[config.mk]
export PLATFORM = sky130hd
export DESIGN_NAME = ppm_capability
export DESIGN_NICKNAME = d
export VERILOG_FILES = /design/src/ppm_pkg.sv /design/src/ppm_capability.sv /design/src/ppm_strap.sv
export SDC_FILE = /design/constraint.sdc
export NUM_CORES = 1
export LEC_CHECK = 0
export BUFFER_PORTS_ARGS = -buffer_cell sky130_fd_sc_hd__buf_2
export CAP_MARGIN = 25
export CORE_AREA = 5 5 59 56
export CTS_CLUSTER_DIAMETER = 40
export DETAILED_ROUTE_END_ITERATION = 8
export DIE_AREA = 0 0 64 61
export PLACE_DENSITY_LB_ADDON = 0.1
export SETUP_SLACK_MARGIN = 0.1
export SKIP_CTS_REPAIR_TIMING = 1
export SYNTH_ARGS = -nofsm -noshare
export SYNTH_HDL_FRONTEND = slang
export SYNTH_SLANG_ARGS = --single-unit
[constraint.sdc]
create_clock -name clk_in -period 2.1 [get_ports clk_in]
set_input_delay 0.105 -clock clk_in [delete_from_list [all_inputs] [get_ports clk_in]]
set_output_delay 0.105 -clock clk_in [all_outputs]
set_load 0.02 [all_outputs]
[src/ppm_pkg.sv]
// power management capability: offsets, field layouts, reset values
// assumes a configuration access port with byte enables on a dword
package ppm_pkg;

  // ==========================================================
  // placement in configuration space
  localparam logic [7:0] CAP_PTR_ADDR    = 8'h34;
  localparam logic [7:0] CAP_BASE        = 8'hDC;
  localparam logic [7:0] OFS_CODE        = 8'h00;
  localparam logic [7:0] OFS_LINK        = 8'h01;
  localparam logic [7:0] OFS_CAPW        = 8'h02;
  localparam logic [7:0] OFS_CSR         = 8'h04;
  localparam logic [7:0] OFS_BRIDGE      = 8'h06;
  localparam logic [7:0] OFS_DATA        = 8'h07;

  // ==========================================================
  // fixed values
  localparam logic [7:0] CAP_CODE_VAL    = 8'h01;
  localparam logic [7:0] CAP_LINK_VAL    = 8'h00;
  localparam logic [7:0] BRIDGE_VAL      = 8'h00;
  localparam logic [2:0] SPEC_REV_VAL    = 3'h2;
  localparam logic [2:0] STANDBY_CUR_VAL = 3'h0;
  localparam logic [1:0] DATA_SCALE_VAL  = 2'h0;
  localparam logic [3:0] DATA_SEL_RST    = 4'h0;

  // ==========================================================
  // field positions in the control/status word and the capability word
  localparam int CSR_STATUS_BIT = 15;
  localparam int CSR_ENABLE_BIT = 8;
  localparam int CAP_SUPPORT_LO = 11;

  // ==========================================================
  // strap settle: edges after power-on release before the latch
  localparam logic [1:0] STRAP_LATCH_CNT = 2'h2;

  // ==========================================================
  // power states
  typedef enum logic [1:0] {
    PPM_D0    = 2'b00,
    PPM_D1    = 2'b01,
    PPM_D2    = 2'b10,
    PPM_D3HOT = 2'b11
  } ppm_state_t;

  // configuration access carrier
  typedef struct packed {
    logic        rd;
    logic        wr;
    logic [7:0]  addr;
    logic [3:0]  be;
    logic [31:0] wdata;
  } ppm_cfg_req_t;

endpackage : ppm_pkg

[src/ppm_capability.sv]
// power management capability structure of one function
// assumes config reads/writes are single-cycle strobes on the pci clock
`timescale 1ns/100ps
module ppm_capability #(
  parameter bit HIGH_SPEED   = 1'b1,
  parameter bit EVENT_CLOCK  = 1'b1,
  parameter bit HAS_DATA_REG = 1'b0
) (
  input  wire logic                  clk_in,
  input  wire logic                  reset_n_in,
  input  wire logic                  power_on_n_in,
  input  wire logic                  d3cold_strap_pin_in,
  input  wire ppm_pkg::ppm_cfg_req_t cfg_req_in,
  output logic [31:0]                cfg_rdata_out,
  output logic                       cfg_hit_out,
  input  wire logic                  wake_event_in,
  output logic                       pme_n_out,
  output logic                       pme_oe_out,
  output logic [1:0]                 power_state_out
);

  // ==========================================================
  // strap capture
  logic cold_ok;
  logic strap_valid;

  ppm_strap u_strap (
    .clk_in      (clk_in),
    .reset_n_in  (power_on_n_in),
    .strap_in    (d3cold_strap_pin_in),
    .cold_ok_out (cold_ok),
    .valid_out   (strap_valid)
  );

  // ==========================================================
  // capability word
  logic [15:0] cap_word;
  logic [4:0]  event_support;
  logic        sticky;

  always_comb begin
    event_support    = {HIGH_SPEED & cold_ok, 1'b1, HIGH_SPEED, 1'b1, HIGH_SPEED};
    cap_word         = 16'h0000;
    cap_word[15:11]  = event_support;
    cap_word[10]     = HIGH_SPEED;
    cap_word[9]      = 1'b1;
    cap_word[8]      = HIGH_SPEED & ~HAS_DATA_REG;
    cap_word[7:6]    = ppm_pkg::STANDBY_CUR_VAL[1:0];
    cap_word[5]      = 1'b0;
    cap_word[4]      = 1'b0;
    cap_word[3]      = EVENT_CLOCK & (|event_support);
    cap_word[2:0]    = ppm_pkg::SPEC_REV_VAL;
  end

  // cold support needs the cold event bit; only high speed can report it
  assign sticky = cap_word[15];

  // ==========================================================
  // decode
  function automatic logic in_cap(input logic [7:0] a);
    in_cap = (a[7:2] == ppm_pkg::CAP_BASE[7:2]) || (a[7:2] == (ppm_pkg::CAP_BASE[7:2] + 6'h01));
  endfunction : in_cap

  logic wr_lo_dw;
  logic wr_hi_dw;
  assign wr_lo_dw = cfg_req_in.wr && (cfg_req_in.addr[7:2] == ppm_pkg::CAP_BASE[7:2]);
  assign wr_hi_dw = cfg_req_in.wr && (cfg_req_in.addr[7:2] == (ppm_pkg::CAP_BASE[7:2] + 6'h01));

  // ==========================================================
  // control/status state
  logic [1:0]  state_r;
  logic [3:0]  sel_r;
  logic        status_r;
  logic        enable_r;
  logic [1:0]  wstate;
  logic        state_ok;

  assign wstate = cfg_req_in.wdata[1:0];

  always_comb begin
    case (wstate)
      ppm_pkg::PPM_D0:    state_ok = 1'b1;
      ppm_pkg::PPM_D1:    state_ok = cap_word[9];
      ppm_pkg::PPM_D2:    state_ok = cap_word[10];
      ppm_pkg::PPM_D3HOT: state_ok = 1'b1;
      default:            state_ok = 1'b0;
    endcase
  end

  always_ff @(posedge clk_in or negedge reset_n_in) begin
    if (!reset_n_in) begin
      state_r <= ppm_pkg::PPM_D0;
    end else if (wr_hi_dw && cfg_req_in.be[0] && state_ok) begin
      state_r <= wstate;
    end
  end

  always_ff @(posedge clk_in or negedge reset_n_in) begin
    if (!reset_n_in) begin
      sel_r <= ppm_pkg::DATA_SEL_RST;
    end else if (HAS_DATA_REG && wr_hi_dw && cfg_req_in.be[1]) begin
      sel_r <= cfg_req_in.wdata[12:9];
    end
  end

  // event bits survive function reset only with cold support; otherwise the first edge after it clears them
  logic ev_rst_n;
  assign ev_rst_n = power_on_n_in;

  logic fn_reset_seen_r;
  always_ff @(posedge clk_in or negedge reset_n_in) begin
    if (!reset_n_in) begin
      fn_reset_seen_r <= 1'b1;
    end else begin
      fn_reset_seen_r <= 1'b0;
    end
  end

  logic clr_status;
  assign clr_status = wr_hi_dw && cfg_req_in.be[1] && cfg_req_in.wdata[ppm_pkg::CSR_STATUS_BIT];
  logic wr_enable_bit;
  assign wr_enable_bit = cfg_req_in.wdata[ppm_pkg::CSR_ENABLE_BIT];
  logic fn_clear;
  assign fn_clear = fn_reset_seen_r && !sticky;

  always_ff @(posedge clk_in or negedge ev_rst_n) begin
    if (!ev_rst_n) begin
      status_r <= 1'b0;
    end else if (fn_clear) begin
      status_r <= 1'b0;
    end else if (wake_event_in) begin
      status_r <= 1'b1; // set wins over clear
    end else if (clr_status) begin
      status_r <= 1'b0;
    end
  end

  always_ff @(posedge clk_in or negedge ev_rst_n) begin
    if (!ev_rst_n) begin
      enable_r <= 1'b0;
    end else if (fn_clear) begin
      enable_r <= 1'b0;
    end else if (wr_hi_dw && cfg_req_in.be[1]) begin
      enable_r <= wr_enable_bit & (|event_support);
    end
  end

  // ==========================================================
  // event pin: open-drain, driven low while enabled and pending
  logic pme_r;
  always_ff @(posedge clk_in or negedge ev_rst_n) begin
    if (!ev_rst_n) begin
      pme_r <= 1'b0;
    end else begin
      pme_r <= status_r && enable_r && !clr_status;
    end
  end
  assign pme_n_out  = 1'b0;
  assign pme_oe_out = pme_r;

  logic [15:0] csr_word;
  always_comb begin
    csr_word     = 16'h0000;
    csr_word[15] = status_r;
    csr_word[14:13] = ppm_pkg::DATA_SCALE_VAL;
    csr_word[12:9]  = HAS_DATA_REG ? sel_r : 4'h0;
    csr_word[8]     = enable_r;
    csr_word[1:0]   = state_r;
  end

  // ==========================================================
  // read data
  logic [31:0] rd_nxt;
  logic [31:0] rdata_r;
  logic        hit_r;

  always_comb begin
    rd_nxt = 32'h0000_0000;
    if (cfg_req_in.addr[7:2] == ppm_pkg::CAP_PTR_ADDR[7:2]) begin
      rd_nxt[7:0] = ppm_pkg::CAP_BASE;
    end else if (cfg_req_in.addr[7:2] == ppm_pkg::CAP_BASE[7:2]) begin
      rd_nxt = {cap_word, ppm_pkg::CAP_LINK_VAL, ppm_pkg::CAP_CODE_VAL};
    end else if (in_cap(cfg_req_in.addr)) begin
      rd_nxt = {8'h00, ppm_pkg::BRIDGE_VAL, csr_word};
    end
  end

  always_ff @(posedge clk_in or negedge reset_n_in) begin
    if (!reset_n_in) begin
      rdata_r <= 32'h0000_0000;
      hit_r   <= 1'b0;
    end else begin
      rdata_r <= cfg_req_in.rd ? rd_nxt : 32'h0000_0000;
      hit_r   <= (cfg_req_in.rd || cfg_req_in.wr) &&
                 (in_cap(cfg_req_in.addr) || cfg_req_in.addr[7:2] == ppm_pkg::CAP_PTR_ADDR[7:2]);
    end
  end

  assign cfg_rdata_out   = rdata_r;
  assign cfg_hit_out     = hit_r;
  assign power_state_out = state_r;
endmodule : ppm_capability

[src/ppm_strap.sv]
// strap capture for cold-state support
// assumes the strap pin is static after power-on
`timescale 1ns/100ps
module ppm_strap (
  input  wire logic clk_in,
  input  wire logic reset_n_in,
  input  wire logic strap_in,
  output logic      cold_ok_out,
  output logic      valid_out
);

  logic       sync1_r;
  logic       sync2_r;
  logic       done_r;
  logic [1:0] cnt_r;

  // ==========================================================
  // two-stage synchroniser
  always_ff @(posedge clk_in or negedge reset_n_in) begin
    if (!reset_n_in) begin
      sync1_r <= 1'b0;
      sync2_r <= 1'b0;
    end else begin
      sync1_r <= strap_in;
      sync2_r <= sync1_r;
    end
  end

  // latch once, on the third edge after release, when the strap has crossed both flops
  always_ff @(posedge clk_in or negedge reset_n_in) begin
    if (!reset_n_in) begin
      done_r      <= 1'b0;
      cnt_r       <= 2'h0;
      cold_ok_out <= 1'b0;
    end else if (!done_r) begin
      if (cnt_r == ppm_pkg::STRAP_LATCH_CNT) begin
        done_r      <= 1'b1;
        cold_ok_out <= sync2_r;
      end else begin
        cnt_r <= cnt_r + 2'h1;
      end
    end
  end

  assign valid_out = done_r;

endmodule : ppm_strap
==> run summary, run 1 <==
final HPWL from detailed placement: 1460 um
initial cell density of the core: 37.3%
largest cells by area after synthesis: dfrtp_1, buf_4, dfstp_2
gpl congestion: 0.706
Placed Area: 1080 um2
row count: 18
CTS sink cnt: 20
Mapped Cells: 89
P_leak: 0.000657 uW
Post-Route Skew: 0.0143 ns
final slew viol count: 0
Fill cells: 271
mean post-synth cell area: 11.0 um2
delay-heaviest family, CP: flip-flops
unrepaired setup endpoints after global routing: no
largest net degree at the start of global routing: 12
# diodes: 0
P&R area growth vs syn: 16.6%
DRC violations left: 0
Crit path depth: 4
Seq cells post-synth: 20
worst-case clock buffer depth: 2
number of global-route vias before repair: 630
Hold Violations, Final: 0
fin area: 1140 um2
1st-iter DRT viols: 14
R2R cell count: 4
async set-reset flop share out of synthesis: 100%
crit path from: u_strap.cnt_r[0]
I/O Buffers: 41
CP Capture Type: flip-flop
core area: 2640 um2
crit-path max FO: 2
Yosys top cell area share: 48.4%
clk slew on worst S/H paths: 0.12 ns
Overflow after GRT: 0
synth warn: 0
Hold Crit Class: input pin to flip-flop
via-per-instance ratio: 4.37
synth cell count leaders: buf_4, dfrtp_1, nand2_1
CP Capture Point: u_strap.cold_ok_out
GRT Util Overall: 9.05%
die area: 3900 um2
clock latency on the worst-skew pair: 0.30 ns
H-tree depth: 1
CP peak stage delay: 0.40 ns
most frequent cell after synthesis: buf_4
Max Clk Rate: 0.834 GHz
reg-to-reg startpoint: u_strap.cnt_r[0]
R2R Setup Slk: 0.90 ns
Startpoint Class: flip-flop
die height: 61 um
fin nets: 178
Final ANT Viol Nets: 0
Critical-path top delay cell: dfrtp_1
largest area contributor in the netlist: dfrtp_1
antenna violations before repair: 0
Seq/Total Area, Yosys: 51.1%
post-DR wirelength/cell: 11.4 um
Post-synth EDFFs: 0
post-synth cell types: 29
Worst Path Buf+Inv: 1
Tot Pwr: 673 uW
post-route clock period utilization: 57.1%
Power per Cell Area: 588 nW/um2
layout cells sized above 1: 40.0%
crit path time final: 1.20 ns
via count: 678
CP Class: flip-flop to flip-flop
Setup TNS Final: 0 ns
max cap viols: 0
first-pass GRT wire length: 2710 um
CTS buffer count: 3
WL final: 1760 um
DR pass1 iterations: 4
top_reg_cell synth: dfrtp_1
Required @ worst endpoint: 2.28 ns
# setup viols final: 0
VDD IR max: 312 uV
final worst setup slack: 0.901 ns
root buffer cell: clkbuf_4
end of the worst register-to-register path: u_strap.cold_ok_out
Worst EP arrival: 1.38 ns
pre-CTS WS: 0.618 ns
Ports: 88
worst-path cell chain: inv_1 > ha_1 > nor2b_1 > mux2_2
Mapped Area: 982 um2
status: finished clean
CTS tree: yes
Chip Width: 64 um
sequential cells by signal, indices dropped and copies added (netlist names):
register	flops
enable_r	1
fn_reset_seen_r	1
power_state_out	2
cfg_rdata_out	7
pme_oe_out	1
cfg_hit_out	1
u_strap.sync1_r	1
u_strap.sync2_r	1
status_r	1
u_strap.valid_out	1
u_strap.cnt_r	2
u_strap.cold_ok_out	1
report_power, final:
part	internal, uW	switching (uW)	leakage, uW
Combinational	28.6	57.1	0.000387
Clock	73.9	112	0.0000150
Sequential	396	6.00	0.000255
Total	498	175	0.000657
layout by cell type, fill, tap and decap left out, drive strengths merged, types with 2 or more instances in the layout:
cell         Yosys  layout
a21oi            2       2
and2             2       2
and3             4       4
buf             26      41
clkbuf           1       4
conb             1      15
dfrtp           19      19
dlygate4sd3      0       4
inv              3       3
mux2             3       3
nand2            5       5
nand4b           2       2
nor2             3       3
nor3             3       3
o21ai            3       3
worst register-to-register path, cell delays in order, from the launching register on:
cell and delay (ns):
dfrtp_1 0.40, inv_1 0.06, ha_1 0.15, nor2b_1 0.15, mux2_2 0.34
kinds of logic after synthesis:
kind of cell	share of synthesized area, %
AOI/OAI and AO/OA	5.48
adders and majority gates	1.27
xor gates and xnor gates	0.892
other	0.382
buffers and inverters	21.4
and+or+nand+nor	15.0
muxes	4.46
DFF	51.1
through the flow:
| stage | instances | utilization, % | hold WS, ns |
|---|---|---|---|
| 2_1_floorplan | 103 | - | -0.191 |
| 3_3_place_gp | 147 | 40.9 | -0.0415 |
| 3_5_place_dp | 147 | 40.9 | -0.0368 |
| 4_1_cts | 151 | 41.9 | -0.363 |
| 5_1_grt | 155 | 43.4 | 0.00156 |
| 6_report | 155 | 43.4 | 0.00826 |
routing by layer:
metal	GRT usage (%)	wire [um]	up-vias
met5	0	0	-
met4	5.34	27	0
met1	10.7	737	300
met3	2.96	251	4
li1	-	-	325
met2	14.5	747	49
cell type report:
class                           count  area, um2  share of cell area, %
Multi-Input combinational cell     53        323                   28.2
Inverter                            3       11.3                  0.984
Clock buffer                        4       26.3                   2.30
Timing Repair Buffer               45        245                   21.4
Sequential cell                    20        502                   43.8
Tap cell                           30       37.5                   3.28
worst min path at each step:
stage	start	end	slack, ns	cells past startpoint
2_1_floorplan	reset_n_in	cfg_hit_out	-0.19	0
4_1_cts	power_on_n_in	u_strap.cnt_r[0]	-0.36	1
3_3_place_gp	power_on_n_in	u_strap.valid_out	-0.04	1
5_1_grt	cfg_req_in[1]	power_state_out[1]	0.002	2
3_5_place_dp	power_on_n_in	u_strap.cnt_r[1]	-0.04	1
6_report	cfg_req_in[1]	power_state_out[1]	0.008	2
Note: power is estimated with default switching activity, not from simulation.
==> inputs of run 2 (changes only) <==
--- a/config.mk
+++ b/config.mk
@@ -7,10 +7,10 @@
 export LEC_CHECK = 0
 export BUFFER_PORTS_ARGS = -buffer_cell sky130_fd_sc_hd__buf_2
 export CAP_MARGIN = 25
-export CORE_AREA = 5 5 59 56
+export CORE_AREA = 5 5 61 57
 export CTS_CLUSTER_DIAMETER = 40
 export DETAILED_ROUTE_END_ITERATION = 8
-export DIE_AREA = 0 0 64 61
+export DIE_AREA = 0 0 66 62
 export PLACE_DENSITY_LB_ADDON = 0.1
 export SETUP_SLACK_MARGIN = 0.1
 export SKIP_CTS_REPAIR_TIMING = 1
==> constraint.sdc (replaced) <==
create_clock -name clk_in -period 1.15 [get_ports clk_in]
set_input_delay 0.0575 -clock clk_in [delete_from_list [all_inputs] [get_ports clk_in]]
set_output_delay 0.0575 -clock clk_in [all_outputs]
set_load 0.02 [all_outputs]
==> run 2 against run 1 <==
Compared with the run above: the flow now finishes with violations (setup timing); fmax rose by 1.6%; non-clock buffer count rose by 7; sequential cell count did not move; power rose by 120%; worst setup slack got worse by 0.93 ns; clock-buffer cell count fell by 1; largest power group unchanged; highest routed layer unchanged.
==> run summary, run 2 (synthesis gave the netlist of run 1 again) <==
DR pass1 iterations: 4 (unchanged)
CP Class: flip-flop to flip-flop
number of global-route vias before repair: 662 (+5.1%)
crit-path max FO: 4 (+2)
I/O Buffers: 41 (unchanged)
H-tree depth: 1 (unchanged)
CTS buffer count: 3 (unchanged)
Chip Width: 66 um (+3.1%)
DRC violations left: 0 (unchanged)
max FFs per register: 7 (unchanged)
HP Start: cfg_req_in[44]
# setup viols final: 3 (+3)
VDD IR max: 839 uV (+170%)
Required @ worst endpoint: 1.34 ns (-0.94 ns)
clk slew on worst S/H paths: 0.11 ns (about the same)
die height: 62 um (+1.6%)
hold slack final: 0.0123 ns (+0.00402 ns)
P&R area growth vs syn: 30.2%
# diodes: 0 (unchanged)
largest net degree at the start of global routing: 13 (+1)
core area: 2730 um2 (+3.4%)
post-route clock period utilization: 103% (+46 points)
Power per Cell Area: 1150 nW/um2 (+96%)
Post-Route Skew: 0.00254 ns (-0.0118 ns)
Final Util: 46.9% (+3.5 points)
Max Clk Rate: 0.847 GHz (+1.6%)
unrepaired setup endpoints after global routing: yes
fin nets: 185 (+3.9%)
most frequent cells in the layout: buf_2, dfrtp_1, conb_1
crit path time final: 1.18 ns (-0.0185 ns)
layout cells sized above 1: 46.2% (+6.2 points)
Hold Crit Class: input pin to flip-flop
Overflow after GRT: 0 (unchanged)
via count: 694 (+2.4%)
P_leak: 0.000717 uW (+9.1%)
end of the worst register-to-register path: u_strap.cnt_r[0]
die area: 4090 um2 (+4.8%)
Final ANT Viol Nets: 0 (unchanged)
R2R cell count: 4 (unchanged)
reg-to-reg startpoint: u_strap.cnt_r[1]
antenna violations before repair: 0 (unchanged)
row count: 18 (unchanged)
commonest non-fill, non-tap cell in the layout: buf_2
first-pass GRT wire length: 2730 um (+0.77%)
post-DR wirelength/cell: 10.9 um (-4.0%)
clock latency on the worst-skew pair: 0.29 ns (about the same)
Startpoint Class: flip-flop
R2R Setup Slk: -0.03 ns (-0.93 ns)
root buffer cell: clkbuf_4
1st-iter DRT viols: 11 (-3)
failing checks: setup timing
CP Capture Type: flip-flop
worst-case clock buffer depth: 2 (unchanged)
CTS tree: yes
final slew viol count: 0 (unchanged)
Ports: 88 (unchanged)
GRT Util Overall: 9.00% (-0.049 points)
Worst Hold End: cfg_hit_out
Worst EP arrival: 1.38 ns (about the same)
gpl congestion: 0.739 (+4.6%)
Hold Violations, Final: 0 (unchanged)
status: finished with violations
WL final: 1880 um (+6.6%)
via-per-instance ratio: 4.03 (-7.8%)
final worst setup slack: -0.0309 ns (-0.932 ns)
CTS sink cnt: 20 (unchanged)
max cap viols: 0 (unchanged)
final HPWL from detailed placement: 1490 um (+2.6%)
hold depth: 2 (unchanged)
initial cell density of the core: 36.0% (-1.2 points)
run 2: cell types whose count changed in the layout (fill, tap and decap cells not counted), moves of 2 or more:
cell | previous run | this run
buf_6 | 0 | 2
o21ai_1 | 0 | 2
dlygate4sd3_1 | 4 | 6
buf_4 | 0 | 5
mux2_1 | 2 | 0
buf_2 | 41 | 39
mux2_4 | 0 | 3
o21ai_0 | 3 | 1
run 2: routing by layer:
metal | vias to the layer above | track usage, % | routed length [um]
met5 | - | 0 | 0
met4 | 0 | 2.61 | 18
li1 | 342 | - | -
met1 | 310 | 10.3 | 748
met2 | 40 | 16.1 | 869
met3 | 2 | 3.24 | 242
run 2: layout make-up:
cell class / count / area, um2
clock inverter: 1 / 30.0
fill: 265 / 1450
multi-input combinational: 53 / 347
inverter: 3 / 11.3
clock buffer: 3 / 22.5
timing repair buffer: 52 / 315
sequential: 20 / 503
tap: 40 / 50.0
run 2: worst max path at each step:
| stage | start | to | slack (ns) |
|---|---|---|---|
| 6_report | u_strap.cnt_r[1] | u_strap.cnt_r[0] | -0.03 |
| 5_1_grt | u_strap.cnt_r[1] | u_strap.cnt_r[1] | -0.08 |
| 4_1_cts | u_strap.cnt_r[0] | u_strap.cold_ok_out | -0.1 |
| 3_5_place_dp | cfg_req_in[38] | power_state_out[1] | -0.23 |
| 3_3_place_gp | cfg_req_in[38] | power_state_out[0] | -0.22 |
| 2_1_floorplan | cfg_req_in[38] | power_state_out[0] | -0.07 |
run 2: worst max-delay path, stage by stage, from the launching register on:
cell and delay [ns]:
dfrtp_1 0.40, ha_2 0.19, buf_4 0.12, or2_4 0.24, xnor2_1 0.12
run 2: power breakdown:
part / switching (uW) / internal, uW
combinational: 108 / 71.7
clock: 206 / 352
sequential: 11.1 / 722
run 2: per-stage QoR:
stage	TNS (ns)	worst slack (ns)	instance area, um2	instances	total power (uW)
after floorplan	-0.138	-0.0689	1040	103	865
after global placement	-1.02	-0.218	1110	159	895
after detailed placement	-1.09	-0.233	1110	159	897
after CTS	-0.0975	-0.0975	1160	163	1460
after global routing	-0.221	-0.0753	1280	172	1530
final	-0.0660	-0.0309	1280	172	1470
==> inputs of run 3 (changes only) <==
--- a/config.mk
+++ b/config.mk
@@ -11,7 +11,9 @@
 export CTS_CLUSTER_DIAMETER = 40
 export DETAILED_ROUTE_END_ITERATION = 8
 export DIE_AREA = 0 0 66 62
+export MAX_ROUTING_LAYER = met4
 export PLACE_DENSITY_LB_ADDON = 0.1
+export REMOVE_ABC_BUFFERS = 1
 export SETUP_SLACK_MARGIN = 0.1
 export SKIP_CTS_REPAIR_TIMING = 1
 export SYNTH_ARGS = -nofsm -noshare
==> run 3 against run 2 <==
Compared with the run above: the flow still finishes with violations (setup timing); worst setup slack gained 0.0012 ns; sequential share of layout area increased by 0.87 points; utilization decreased by 1.0 points; hold slack improved by 0.016 ns; die area is the same; cell count down 1.2%; power down 16%; first-iteration DRC count rose by 9.1%; critical endpoint is now u_strap.cold_ok_out.
==> run summary, run 3 (synthesis gave the netlist of run 1 again) <==
row count: 18 (unchanged)
Tot Pwr: 1230 uW (-16%)
WL final: 1840 um (-1.9%)
Critical-path top delay cell: dfrtp_1
antenna violations before repair: 0 (unchanged)
H-tree depth: 1 (unchanged)
Hold Crit Class: input pin to flip-flop
status: finished with violations
CTS sink cnt: 20 (unchanged)
via-per-instance ratio: 4.01 (-0.72%)
fin nets: 183 (-1.1%)
CP peak stage delay: 0.39 ns (about the same)
commonest non-fill, non-tap cell in the layout: buf_2
CTS tree: yes
Ports: 88 (unchanged)
CTS buffer count: 3 (unchanged)
Startpoint Class: flip-flop
layout cells sized above 1: 46.9% (+0.71 points)
# diodes: 0 (unchanged)
P_leak: 0.000703 uW (-1.9%)
Overflow after GRT: 0 (unchanged)
Worst EP arrival: 1.36 ns (-0.02 ns)
Setup TNS Final: -0.0297 ns (+0.0363 ns)
hold depth: 3 (+1)
Post-Route Skew: 0.00127 ns (-0.00127 ns)
crit path time final: 1.18 ns (-0.00120 ns)
post-route clock period utilization: 103% (-0.10 points)
final non-filler cell total: 170 (-1.2%)
crit-path max FO: 2 (-2)
core area: 2730 um2 (unchanged)
die height: 62 um (unchanged)
Required @ worst endpoint: 1.33 ns (about the same)
Hold Violations, Final: 0 (unchanged)
DRC violations left: 0 (unchanged)
die area: 4090 um2 (unchanged)
initial cell density of the core: 36.0% (unchanged)
via count: 681 (-1.9%)
CP Capture Type: flip-flop
fin area: 1250 um2 (-2.2%)
clock latency on the worst-skew pair: 0.29 ns (about the same)
max FFs per register: 7 (unchanged)
post-DR wirelength/cell: 10.8 um (-0.76%)
failing checks: setup timing
R2R cell count: 4 (unchanged)
number of global-route vias before repair: 626 (-5.4%)
gpl congestion: 0.707 (-4.3%)
GRT Util Overall: 9.21% (+0.21 points)
worst-case clock buffer depth: 2 (unchanged)
CP Class: flip-flop to flip-flop
largest net degree at the start of global routing: 12 (-1)
most frequent cells in the layout: buf_2, dfrtp_1, conb_1
I/O Buffers: 41 (unchanged)
max cap viols: 0 (unchanged)
final HPWL from detailed placement: 1480 um (-0.82%)
P&R area growth vs syn: 27.4%
unrepaired setup endpoints after global routing: yes
final worst setup slack: -0.0297 ns (+0.00120 ns)
Power per Cell Area: 985 nW/um2 (-14%)
Final ANT Viol Nets: 0 (unchanged)
Inst Count DP: 160 (+0.63%)
Chip Width: 66 um (unchanged)
# setup viols final: 1 (-2)
worst-path cell chain: inv_1 > ha_2 > nor2b_4 > mux2_4
Final Util: 45.9% (-1.0 points)
clk slew on worst S/H paths: 0.10 ns (about the same)
first-pass GRT wire length: 2730 um (unchanged)
root buffer cell: clkbuf_4
Placed Area: 1110 um2 (+0.23%)
DR pass1 iterations: 4 (unchanged)
VDD IR max: 398 uV (-53%)
1st-iter DRT viols: 12 (+1)
Max Clk Rate: 0.848 GHz (+0.10%)
final slew viol count: 0 (unchanged)
## run 3: final timing paths
check | start | to | slack [ns]
worst min register to register | u_strap.sync1_r | u_strap.sync2_r | 0.36
worst min-delay path | wake_event_in | status_r | 0.03
worst max register to register | u_strap.cnt_r[0] | u_strap.cold_ok_out | -0.03
worst max-delay path | u_strap.cnt_r[0] | u_strap.cold_ok_out | -0.03
max in group asynchronous | reset_n_in | fn_reset_seen_r | 0.74
min in group asynchronous | power_on_n_in | u_strap.cnt_r[0] | 0.14
## run 3: worst max-delay path: cells and delay by family (launching register included)
| kind | cells | cell delay, ns |
|---|---|---|
| fa+ha+maj | 1 | 0.18 |
| simple gates | 1 | 0.14 |
| flops | 1 | 0.39 |
| buf+inv | 1 | 0.06 |
| mux | 1 | 0.30 |
## run 3: final cells by class
cell class | instances | area (um2)
Timing Repair Buffer | 50 | 300
Fill cell | 271 | 1470
Sequential cell | 20 | 503
Inverter | 3 | 11.3
Clock buffer | 4 | 26.3
Multi-Input combinational cell | 53 | 360
Tap cell | 40 | 50.0
## run 3: stage by stage
stage / worst slack [ns] / hold WS, ns
floorplan: -0.267 / -0.238
global placement: -0.253 / -0.0802
detailed placement: -0.278 / -0.0875
CTS: -0.0593 / -0.409
global route: -0.0697 / 0.0305
finish: -0.0297 / 0.0284
## run 3: where the power goes
part	internal, uW	switching (uW)	total (uW)
clock	135	188	323
sequential	722	12.7	735
combinational	69.4	106	175
total	926	307	1230
## run 3: routing by layer
layer	up-vias	GRT usage, %	share of wire, %
li1	337	-	-
met5	-	-	0
met4	0	3.48	0.33
met2	36	14.4	47
met1	306	11.5	42
met3	2	2.52	11
